===== src/dbe_regs.svh =====
`ifndef DBE_REGS_SVH
`define DBE_REGS_SVH
`define DBE_ADDR_CTRL     8'h00
`define DBE_ADDR_STATUS   8'h04
`define DBE_ADDR_INT_STAT 8'h08
`define DBE_ADDR_INT_MASK 8'h0C
`define DBE_ADDR_BP_EN    8'h10
`define DBE_ADDR_BP_BASE  8'h20
`define DBE_REG_STRIDE    8'h04
`define DBE_CTRL_FLOW     0
`define DBE_CTRL_STACK    1
`define DBE_CTRL_WDT      2
`define DBE_CTRL_RESET    3
`define DBE_CTRL_RESUME   4
`define DBE_CTRL_PM_LO    5
`define DBE_CTRL_PM_HI    6
`define DBE_CTRL_RST      7'h00
`define DBE_CTRL_WMASK    7'h6F
`define DBE_ST_ACTIVE     0
`define DBE_ST_HALTED     1
`define DBE_ST_ISP_ENTRY  2
`define DBE_ST_BOOT       3
`define DBE_ST_LOCK       4
`define DBE_INT_HALT      0
`define DBE_INT_FRAME     1
`define DBE_INT_RST       2'h0
`define DBE_BP_EN_RST     8'h00
`define DBE_BP_ADDR_RST   16'h0000
`define DBE_BREAK_CYCLES  2'h2
`define DBE_STRAP_WAIT    2'h3
`define DBE_FRAME_LAST    5'h18
`define DBE_FRAME_WR      24
`define DBE_FRAME_A_HI    23
`define DBE_FRAME_A_LO    8
`define DBE_FRAME_D_HI    7
`define DBE_TX_BITS       4'h8
`endif


===== src/dbe_pkg.sv =====
package dbe_pkg;
    typedef enum logic [2:0] {
        DBE_LS_RX   = 3'h1,
        DBE_LS_READ = 3'h2,
        DBE_LS_TX   = 3'h4
    } dbe_link_e;

    typedef struct packed {
        logic [1:0]       dcl_sync;
        logic             dcl_prev;
        logic [1:0]       dda_sync;
        logic [1:0]       strap_cnt;
        logic             isp_entry;
        logic             active;
        dbe_link_e        link;
        logic [4:0]       bit_cnt;
        logic [24:0]      rx_sh;
        logic [7:0]       tx_sh;
        logic [3:0]       tx_cnt;
        logic             mem_we;
        logic             mem_re;
        logic [15:0]      mem_addr;
        logic [7:0]       mem_wdata;
        logic             dda_o;
        logic             dda_oe;
        logic [6:0]       ctrl;
        logic [1:0]       int_stat;
        logic [1:0]       int_mask;
        logic [7:0]       bp_en;
        logic [7:0][15:0] bp_addr;
        logic             halted;
        logic [1:0]       nop_cnt;
        logic             nop_busy;
        logic             pready;
        logic             pslverr;
        logic [31:0]      prdata;
        logic             irq;
        logic             core_rst_req;
        logic             rst_pin_o;
        logic             rst_pin_oe;
        logic             isp_en;
        logic             p43_o;
        logic             p43_oe;
        logic             p43_gpio_in;
    } dbe_state_s;
endpackage


===== src/dbe_bkpt.sv =====
`timescale 1ns/1ps
module dbe_bkpt (
    input  wire logic             pclk,
    input  wire logic             presetn,
    input  wire logic             fetch_valid,
    input  wire logic [15:0]      fetch_addr,
    input  wire logic             data_valid,
    input  wire logic [15:0]      data_addr,
    input  wire logic [7:0]       bp_en,
    input  wire logic [1:0]       pair_mask,
    input  wire logic [7:0][15:0] bp_addr,
    output logic      [7:0]       hit
);
    localparam int NPROG = 4;
    logic [7:0] hit_reg;
    logic [7:0] hit_next;

    genvar i;
    for (i = 0; i < 8; i++) begin : g_bp
        if (i < NPROG) begin : g_prog
            assign hit_next[i] = bp_en[i] & fetch_valid & (fetch_addr == bp_addr[i]); // RULE12
        end else if ((i % 2) == 0) begin : g_base
            // the partner entry turns into a don't-care mask when its pair is in mask mode
            logic [15:0] msk;
            assign msk = pair_mask[(i - NPROG) / 2] ? bp_addr[i + 1] : 16'h0000;
            assign hit_next[i] = bp_en[i] & // RULE13
                ((fetch_valid & (((fetch_addr ^ bp_addr[i]) & ~msk) == 16'h0000)) |
                 (data_valid & (((data_addr ^ bp_addr[i]) & ~msk) == 16'h0000)));
        end else begin : g_partner
            assign hit_next[i] = bp_en[i] & ~pair_mask[(i - NPROG) / 2] & // RULE13
                ((fetch_valid & (fetch_addr == bp_addr[i])) |
                 (data_valid & (data_addr == bp_addr[i])));
        end
    end

    always_ff @(posedge pclk or negedge presetn) begin
        if (!presetn) begin
            hit_reg <= 8'h00;
        end else begin
            hit_reg <= hit_next;
        end
    end
    assign hit = hit_reg;
endmodule


===== src/dbe_ctrl.sv =====
// The APB interface to the registers and the placing of the registers are this design's own decisions.
`timescale 1ns/1ps
`include "dbe_regs.svh"
// Function
// RULE1 - debug is active only while the debug enable fuse reads cleared.
// RULE2 - while active, the reset pin is only an input carrying the debug clock; the code still drives it while por_active is set.
// RULE3 - while active, port4_bit3 is the two-way debug data line shared with the emulator.
// RULE4 - while active, the reset input is ignored and serial programming stays off; the code still opens it when isp_entry is set.
// RULE5 - with debug on, serial programming opens only if reset was held at power-up.
// RULE6 - a running bootloader (boot jump fuse 0 or hardware entry) blocks debug.
// RULE7 - any programmed lock bit forces debug off whatever the fuse says.
// RULE8 - while active, no reset-pin pulse for watchdog events, but power-on still pulses.
// RULE9 - the emulator must emulate any target reset over the debug link.
// RULE10 - while active, port4_bit3 has no general I/O function and its port logic is cut off.
// RULE11 - with debug off, the break opcode is a two-cycle no-operation.
// RULE12 - four hardware breakpoints compare against the fetch address.
// RULE13 - four program/data breakpoints form two pairs where one member can mask the other.
// RULE14 - execution can halt on flow change, stack over/underflow, watchdog or reset.
// RULE15 - the emulator can read and write every special function register and data memory.
// RULE16 - with debug on, the break opcode halts with the next instruction pending, flags kept.
// RULE17 - link bits are sampled on debug clock rise and driven on its fall; framing is a stub.
module dbe_ctrl (
    input  wire logic        pclk,
    input  wire logic        presetn,
    input  wire logic        psel,
    input  wire logic        penable,
    input  wire logic        pwrite,
    input  wire logic [7:0]  paddr,
    input  wire logic [31:0] pwdata,
    output logic      [31:0] prdata,
    output logic             pready,
    output logic             pslverr,
    output logic             irq,
    input  wire logic        debug_en_fuse,
    input  wire logic        boot_jump_fuse,
    input  wire logic        hw_boot_entry,
    input  wire logic        lock_any,
    input  wire logic        por_active,
    input  wire logic        wdt_rst_pulse,
    input  wire logic        rst_pin_i,
    output logic             rst_pin_o,
    output logic             rst_pin_oe,
    output logic             core_rst_req,
    output logic             serial_programming_port_en,
    input  wire logic        port4_bit3_i,
    output logic             port4_bit3_o,
    output logic             port4_bit3_oe,
    input  wire logic        gpio_p43_o,
    input  wire logic        gpio_p43_oe,
    output logic             gpio_p43_in,
    input  wire logic        break_op,
    input  wire logic        flow_change,
    input  wire logic        stack_fault,
    input  wire logic        wdt_ovf,
    input  wire logic        sys_reset_evt,
    input  wire logic        fetch_valid,
    input  wire logic [15:0] fetch_addr,
    input  wire logic        data_valid,
    input  wire logic [15:0] data_addr,
    output logic             halt_req,
    output logic             break_nop_busy,
    output logic             sfr_mem_we,
    output logic             sfr_mem_re,
    output logic [15:0]      sfr_mem_addr,
    output logic [7:0]       sfr_mem_wdata,
    input  wire logic [7:0]  sfr_mem_rdata
);
    dbe_pkg::dbe_state_s s;
    dbe_pkg::dbe_state_s n;
    logic [7:0]          bp_hit;
    logic                en_cond;
    logic                boot_run;
    logic                dcl_rise;
    logic                dcl_fall;
    logic                wr_acc;
    logic                resume;
    logic                halt_evt;

    dbe_bkpt u_bkpt (
        .pclk        (pclk),
        .presetn     (presetn),
        .fetch_valid (fetch_valid & s.active),
        .fetch_addr  (fetch_addr),
        .data_valid  (data_valid & s.active),
        .data_addr   (data_addr),
        .bp_en       (s.bp_en),
        .pair_mask   (s.ctrl[`DBE_CTRL_PM_HI:`DBE_CTRL_PM_LO]),
        .bp_addr     (s.bp_addr),
        .hit         (bp_hit)
    );

    assign boot_run = ~boot_jump_fuse | hw_boot_entry; // RULE6
    assign en_cond  = ~debug_en_fuse & ~lock_any & ~boot_run; // RULE1 RULE7
    assign dcl_rise = s.dcl_sync[1] & ~s.dcl_prev;
    assign dcl_fall = ~s.dcl_sync[1] & s.dcl_prev;
    assign wr_acc   = psel & penable & s.pready & pwrite;
    assign resume   = wr_acc & (paddr == `DBE_ADDR_CTRL) & pwdata[`DBE_CTRL_RESUME];
    assign halt_evt = s.active & ((|bp_hit) | break_op | // RULE12 RULE13 RULE16
        (flow_change & s.ctrl[`DBE_CTRL_FLOW]) | (stack_fault & s.ctrl[`DBE_CTRL_STACK]) |
        (wdt_ovf & s.ctrl[`DBE_CTRL_WDT]) | (sys_reset_evt & s.ctrl[`DBE_CTRL_RESET])); // RULE14

    always_comb begin
        n = s;
        n.dcl_sync = {s.dcl_sync[0], rst_pin_i};
        n.dcl_prev = s.dcl_sync[1];
        n.dda_sync = {s.dda_sync[0], port4_bit3_i};
        n.active   = en_cond;
        // strap of the reset pin, caught once the synchroniser has settled after power-up
        if (s.strap_cnt != `DBE_STRAP_WAIT) begin
            n.strap_cnt = s.strap_cnt + 2'h1;
            if (n.strap_cnt == `DBE_STRAP_WAIT) begin
                n.isp_entry = s.dcl_sync[1]; // RULE5
            end
        end
        n.core_rst_req = s.dcl_sync[1] & ~s.active & (s.strap_cnt == `DBE_STRAP_WAIT); // RULE4
        n.isp_en       = ~s.active | s.isp_entry; // RULE4 RULE5
        n.rst_pin_oe   = por_active | (wdt_rst_pulse & ~s.active); // RULE2 RULE8
        n.rst_pin_o    = n.rst_pin_oe;
        n.p43_o        = s.active ? s.dda_o : gpio_p43_o; // RULE3 RULE10
        n.p43_oe       = s.active ? s.dda_oe : gpio_p43_oe; // RULE10
        n.p43_gpio_in  = ~s.active & s.dda_sync[1]; // RULE10
        // link: bits in on the debug clock rise, out on its fall
        n.mem_we = 1'b0;
        n.mem_re = 1'b0;
        if (!s.active) begin
            n.link    = dbe_pkg::DBE_LS_RX;
            n.bit_cnt = 5'h00;
            n.tx_cnt  = 4'h0;
            n.dda_oe  = 1'b0;
            n.dda_o   = 1'b0;
        end else begin
            unique case (s.link)
                dbe_pkg::DBE_LS_RX: begin
                    if (dcl_rise) begin // RULE17
                        n.rx_sh = {s.rx_sh[23:0], s.dda_sync[1]};
                        if (s.bit_cnt == `DBE_FRAME_LAST) begin
                            n.bit_cnt   = 5'h00;
                            n.mem_addr  = n.rx_sh[`DBE_FRAME_A_HI:`DBE_FRAME_A_LO];
                            n.mem_wdata = n.rx_sh[`DBE_FRAME_D_HI:0];
                            n.int_stat[`DBE_INT_FRAME] = 1'b1;
                            if (n.rx_sh[`DBE_FRAME_WR]) begin
                                n.mem_we = 1'b1; // RULE15
                            end else begin
                                n.mem_re = 1'b1; // RULE15
                                n.link   = dbe_pkg::DBE_LS_READ;
                            end
                        end else begin
                            n.bit_cnt = s.bit_cnt + 5'h01;
                        end
                    end
                end
                dbe_pkg::DBE_LS_READ: begin
                    // read data are taken in the same cycle as the strobe
                    n.tx_sh  = sfr_mem_rdata;
                    n.tx_cnt = `DBE_TX_BITS;
                    n.link   = dbe_pkg::DBE_LS_TX;
                end
                dbe_pkg::DBE_LS_TX: begin
                    if (dcl_fall) begin // RULE3 RULE17
                        if (s.tx_cnt == 4'h0) begin
                            n.dda_oe = 1'b0;
                            n.link   = dbe_pkg::DBE_LS_RX;
                        end else begin
                            n.dda_oe = 1'b1;
                            n.dda_o  = s.tx_sh[7];
                            n.tx_sh  = {s.tx_sh[6:0], 1'b0};
                            n.tx_cnt = s.tx_cnt - 4'h1;
                        end
                    end
                end
                default: begin
                    n.link = dbe_pkg::DBE_LS_RX;
                end
            endcase
        end
        // break opcode: halt when active, otherwise a plain two-cycle gap
        if (break_op && !s.active) begin
            n.nop_cnt = `DBE_BREAK_CYCLES; // RULE11
        end else if (s.nop_cnt != 2'h0) begin
            n.nop_cnt = s.nop_cnt - 2'h1;
        end
        n.nop_busy = (n.nop_cnt != 2'h0); // RULE11
        // register writes; the clear is applied first so a same-cycle event wins
        if (wr_acc) begin
            unique case (paddr)
                `DBE_ADDR_CTRL:     n.ctrl = pwdata[6:0] & `DBE_CTRL_WMASK;
                `DBE_ADDR_INT_STAT: n.int_stat = s.int_stat & ~pwdata[1:0];
                `DBE_ADDR_INT_MASK: n.int_mask = pwdata[1:0];
                `DBE_ADDR_BP_EN:    n.bp_en = pwdata[7:0];
                default: begin
                    for (int k = 0; k < 8; k++) begin
                        if (paddr == `DBE_ADDR_BP_BASE + 8'(k) * `DBE_REG_STRIDE) begin
                            n.bp_addr[k] = pwdata[15:0];
                        end
                    end
                end
            endcase
        end
        if (resume || !s.active) begin
            n.halted = 1'b0;
        end
        if (halt_evt) begin
            n.halted = 1'b1; // RULE16
            n.int_stat[`DBE_INT_HALT] = 1'b1;
        end
        if (s.link == dbe_pkg::DBE_LS_RX && dcl_rise && s.active &&
            s.bit_cnt == `DBE_FRAME_LAST) begin
            n.int_stat[`DBE_INT_FRAME] = 1'b1;
        end
        n.irq = |(s.int_stat & s.int_mask);
        // bus: answer one cycle after setup, read data latched in the setup cycle
        n.pready  = psel & ~penable;
        n.pslverr = 1'b0;
        if (psel && !penable) begin
            n.prdata  = 32'h0000_0000;
            n.pslverr = 1'b1;
            unique case (paddr)
                `DBE_ADDR_CTRL: begin
                    n.prdata[6:0] = s.ctrl;
                    n.pslverr     = 1'b0;
                end
                `DBE_ADDR_STATUS: begin
                    n.prdata[`DBE_ST_ACTIVE]    = s.active;
                    n.prdata[`DBE_ST_HALTED]    = s.halted;
                    n.prdata[`DBE_ST_ISP_ENTRY] = s.isp_entry;
                    n.prdata[`DBE_ST_BOOT]      = boot_run;
                    n.prdata[`DBE_ST_LOCK]      = lock_any;
                    n.pslverr = 1'b0;
                end
                `DBE_ADDR_INT_STAT: begin
                    n.prdata[1:0] = s.int_stat;
                    n.pslverr     = 1'b0;
                end
                `DBE_ADDR_INT_MASK: begin
                    n.prdata[1:0] = s.int_mask;
                    n.pslverr     = 1'b0;
                end
                `DBE_ADDR_BP_EN: begin
                    n.prdata[7:0] = s.bp_en;
                    n.pslverr     = 1'b0;
                end
                default: begin
                    for (int k = 0; k < 8; k++) begin
                        if (paddr == `DBE_ADDR_BP_BASE + 8'(k) * `DBE_REG_STRIDE) begin
                            n.prdata[15:0] = s.bp_addr[k];
                            n.pslverr      = 1'b0;
                        end
                    end
                end
            endcase
        end
    end

    always_ff @(posedge pclk or negedge presetn) begin
        if (!presetn) begin
            s          <= '0;
            s.link     <= dbe_pkg::DBE_LS_RX;
            s.ctrl     <= `DBE_CTRL_RST;
            s.int_stat <= `DBE_INT_RST;
            s.int_mask <= `DBE_INT_RST;
            s.bp_en    <= `DBE_BP_EN_RST;
            s.bp_addr  <= {8{`DBE_BP_ADDR_RST}};
        end else begin
            s <= n;
        end
    end

    assign prdata                     = s.prdata;
    assign pready                     = s.pready;
    assign pslverr                    = s.pslverr;
    assign irq                        = s.irq;
    assign rst_pin_o                  = s.rst_pin_o;
    assign rst_pin_oe                 = s.rst_pin_oe;
    assign core_rst_req               = s.core_rst_req;
    assign serial_programming_port_en = s.isp_en;
    assign port4_bit3_o               = s.p43_o;
    assign port4_bit3_oe              = s.p43_oe;
    assign gpio_p43_in                = s.p43_gpio_in;
    assign halt_req                   = s.halted;
    assign break_nop_busy             = s.nop_busy;
    assign sfr_mem_we                 = s.mem_we;
    assign sfr_mem_re                 = s.mem_re;
    assign sfr_mem_addr               = s.mem_addr;
    assign sfr_mem_wdata              = s.mem_wdata;
endmodule


===== config.mk =====
export PLATFORM = sky130hd
export DESIGN_NAME = dbe_ctrl
export DESIGN_NICKNAME = d
export VERILOG_FILES = /design/src/dbe_pkg.sv /design/src/dbe_bkpt.sv /design/src/dbe_ctrl.sv
export VERILOG_INCLUDE_DIRS = /design/src /design/src/src
export SDC_FILE = /design/constraint.sdc
export NUM_CORES = 1
export LEC_CHECK = 0
export BUFFER_PORTS_ARGS = -buffer_cell sky130_fd_sc_hd__buf_2
export CELL_PAD_IN_SITES_DETAIL_PLACEMENT = 0
export CELL_PAD_IN_SITES_GLOBAL_PLACEMENT = 1
export CORE_UTILIZATION = 49
export CTS_BUF_LIST = sky130_fd_sc_hd__clkbuf_8
export CTS_CLUSTER_SIZE = 40
export DETAILED_ROUTE_END_ITERATION = 16
export HOLD_SLACK_MARGIN = 0.08
export PLACE_DENSITY_LB_ADDON = 0.1
export SLEW_MARGIN = 25
export SYNTH_ARGS = -nofsm -noshare
export SYNTH_HDL_FRONTEND = slang
export SYNTH_HIERARCHICAL = 1
export SYNTH_SLANG_ARGS = --single-unit

===== constraint.sdc =====
create_clock -name pclk -period 2.3 [get_ports pclk]
set_clock_uncertainty 0.1 [all_clocks]
set_input_delay 0.23 -clock pclk [delete_from_list [all_inputs] [get_ports pclk]]
set_output_delay 0.23 -clock pclk [all_outputs]
set_load 0.05 [all_outputs]

==> impl_metrics.tcl <==
set metrics [dict create \
    status "finished, final reports clean" \
    setup_viol 0 \
    regToRegSetupSlack_ns 0.13 \
    p_per_area_mw_per_mm2 594 \
    seqPwrFrac_pct 46.3 \
    relSlewSlack_pct 59.3 \
    syn-cell-area_mm2 0.0150 \
    cpPeakStageDelay_ns 0.57 \
    rsz0062_at_grt "no" \
    p_switching_mw 2.79 \
    antenna_found_initial 1 \
    wl_um 46300 \
    hold_path.class "input port to async pin" \
    synth_warnings 6 \
    core_area_mm2 0.0299 \
    crit_chain "nor4_1 -> a41oi_1 -> a21o_1 -> dlygate4sd3_1" \
    critical_path.slowest_cell "nor4_1" \
    track_usage_pct 29.8 \
    min_period_ns 2.17 \
    grt_first_pass_wirelength_um 68400 \
    cts_tree "done" \
    reg2reg_depth 4 \
    via_per_inst 5.87 \
    dr.first_iter.drc_count 912 \
    die-height_um 177 \
    most-common-layout-cells "dfrtp_1 (263), mux2_2 (201), xnor2_1 (139)" \
    critical_path_arrival_ns 2.52 \
    postCtsSetupBuffers 0 \
    finalHoldViolCount 0 \
    root_buffer "clkbuf_8" \
    drive_gt1_share_pct 32.9 \
    ios 172 \
    globalplace.congestion 0.924 \
    required_ns 2.65 \
    start_util_pct 50.1 \
    clkPwrFrac_pct 42.7 \
    post_cts_resized 0 \
    p_sw_share_pct 27.2 \
    dieArea_mm2 0.0313 \
    clockBufferDepth 3 \
    async_reset_ff_share_pct 100 \
    htree_levels 2 \
    num_rows 63 \
    crit_path_end_kind "flop" \
    dieWidth_um 177 \
    fin_nets 1616 \
    timing.hold.ws_ns 0.0807 \
    portBuffers 139 \
    ant_nets 0 \
    cellLeakagePower_nw 8.04 \
    hpwl_um 33700 \
    maxCapViolCount 0 \
    synth_edf_count 0 \
    clkTransAtPathRegs_ns 0.06 \
    worstPathMaxFanout 2 \
    final_common_cell "dfrtp_1" \
    clock.fmax_mhz 461 \
    grt-ovfl-total 0 \
    regMostFlops "s" \
    synth_seq_area_share_pct 44.1 \
    synthFlopType "dfrtp_1" \
    p_comb_share_pct 11.0 \
    first_global_vias 10891 \
    irDropWorstVdd_mv 0.414 \
    syn2layout_area_growth_pct 15.2 \
    wl_per_cell_um 23.9 \
    ys_ff_latch 264 \
    grt_max_degree 65 \
    cts_made_buffers 47 \
    worst_slew_pin_slew_ns 0.604 \
    r2r-end "s[184]$_DFFE_PN0P_" \
    path_class "flop to flop" \
    clk_latency_ns 0.58 \
    avgSynthCellArea_um2 11.2 \
    setup_tns_ns 0 \
    cts.sinks 264 \
    first_pass_iters 5 \
    largest_register_ffs 200 \
    intPower_mw 7.47 \
    synthCells 1338 \
    cp-start-kind "flop" \
    drc 0 \
    slew_violations 0 \
    synth.distinct_cells 76 \
    reg2reg_from "u_bkpt/hit[0]$_DFF_PN0_" \
    fin_crit_sh_pct 94.4 \
    num_vias 11345 \
]
-- Yosys cell counts, types with 4 or more instances --
library cell	n	area, um^2
and2_1	20	125
o221ai_1	12	105
nor4_1	17	106
mux2_2	201	2260
dfrtp_1	263	6580
o211a_1	4	40.0
buf_6	18	203
a22o_1	6	52.6
nand3_1	26	130
nand3_2	5	50.1
nor2_1	24	90.1
a221oi_1	5	43.8
buf_4	64	480
nor3_1	9	45.0
nand4_1	40	250
o211ai_1	11	82.6
a22oi_1	5	37.5
xor2_1	52	455
buf_2	13	65.1
or3_1	5	31.3
a2bb2oi_1	8	70.1
o2111ai_1	5	43.8
a211oi_1	28	210
mux2i_1	4	40.0
buf_1	6	22.5
xnor2_1	139	1220
ha_1	6	75.1
and3_1	6	37.5
a21o_1	5	37.5
a32oi_1	4	35.0
mux2_4	10	150
clkbuf_1	36	135
a21oi_1	43	215
nor2b_1	17	106
o21ai_0	26	130
o2bb2ai_1	4	35.0
o22a_1	14	123
nand2_1	73	274
a31oi_1	8	50.1
o22ai_1	14	87.6
nand2b_1	13	81.3
inv_1	22	82.6
-- area by class of cell --
cell class,instances,area [um^2]
clock buffers,61,840
multi-input cells,927,7430
clock inverters,22,115
well taps,390,488
diodes,1,2.50
fillers,2640,12600
flip-flops and latches,264,6610
repair buffers,244,1680
inverters,24,90.1
-- power by group through the flow --
stage                     sequential [mW]  clock [mW]  combinational (mW)
after floorplan                      4.84           0               0.644
after global placement               4.83           0                1.07
after detailed placement             4.83           0                1.07
after CTS                            4.75        4.48                1.13
after global routing                 4.75        4.72                1.20
final                                4.75        4.38                1.13
-- worst max-delay path: cells and delay by family (launching register included) --
kind	cells	cell delay, ns
AND/OR/NAND/NOR	1	0.57
AO/OA/AOI/OAI	2	0.43
flip-flops	1	0.38
buffers and inverters	1	0.56
-- cell families (layout without fill, tap and decap cells) --
kind of cell / Yosys count / count (layout) / synth area share [%]
other: 1 / 17 / 0.0250
muxes: 216 / 216 / 16.5
adders and majority gates: 6 / 6 / 0.501
xor gates and xnor gates: 191 / 191 / 11.2
buffers and inverters: 162 / 351 / 6.68
DFF: 264 / 264 / 44.1
and+or+nand+nor: 276 / 276 / 10.3
AOI/OAI and AO/OA: 222 / 222 / 10.6
-- per-stage QoR --
stage                     power, mW  std cells  cell area (um^2)  worst slack [ns]  utilization (%)
final                          10.3       1933             17300             0.129             57.8
after global routing           10.7       1933             17300             0.105             57.8
after CTS                      10.4       1932             17300             0.187             57.8
after detailed placement       5.90       1808             15900             0.184             53.2
after global placement         5.90       1808             15900             0.220             53.2
after floorplan                5.49       1353             15000             0.233                -
-- per-layer routing --
metal  global-route usage [%]  up-vias  share of wire [%]
li1                         -     5093                  -
met2                     46.1      440                 45
met4                     7.83        0                2.2
met3                     5.39       76                7.7
met5                        0        -                  0
met1                     43.0     5736                 45
-- timing repair --
action | in CTS | in global routing
endpoints found under the setup margin | 0 | 0
hold endpoints to repair | 416 | 0
hold buffers | 41 | 0
-- how the worst max path moves through the flow --
stage                         end               startpoint  slack, ns  cells past startpoint
5_1_grt        s[263]$_DFFE_PN1P_       s[221]$_DFFE_PN0P_       0.10                      6
3_5_place_dp   s[123]$_DFFE_PN0P_                 paddr[5]       0.18                      6
4_1_cts        s[184]$_DFFE_PN0P_  u_bkpt/hit[0]$_DFF_PN0_       0.19                      4
2_1_floorplan  s[148]$_DFFE_PN0P_         pready$_DFF_PN0_       0.23                      5
6_report       s[184]$_DFFE_PN0P_  u_bkpt/hit[0]$_DFF_PN0_       0.13                      4
3_3_place_gp   s[121]$_DFFE_PN0P_                 paddr[5]       0.22                      6
Note: power is estimated with default switching activity, not from simulation.
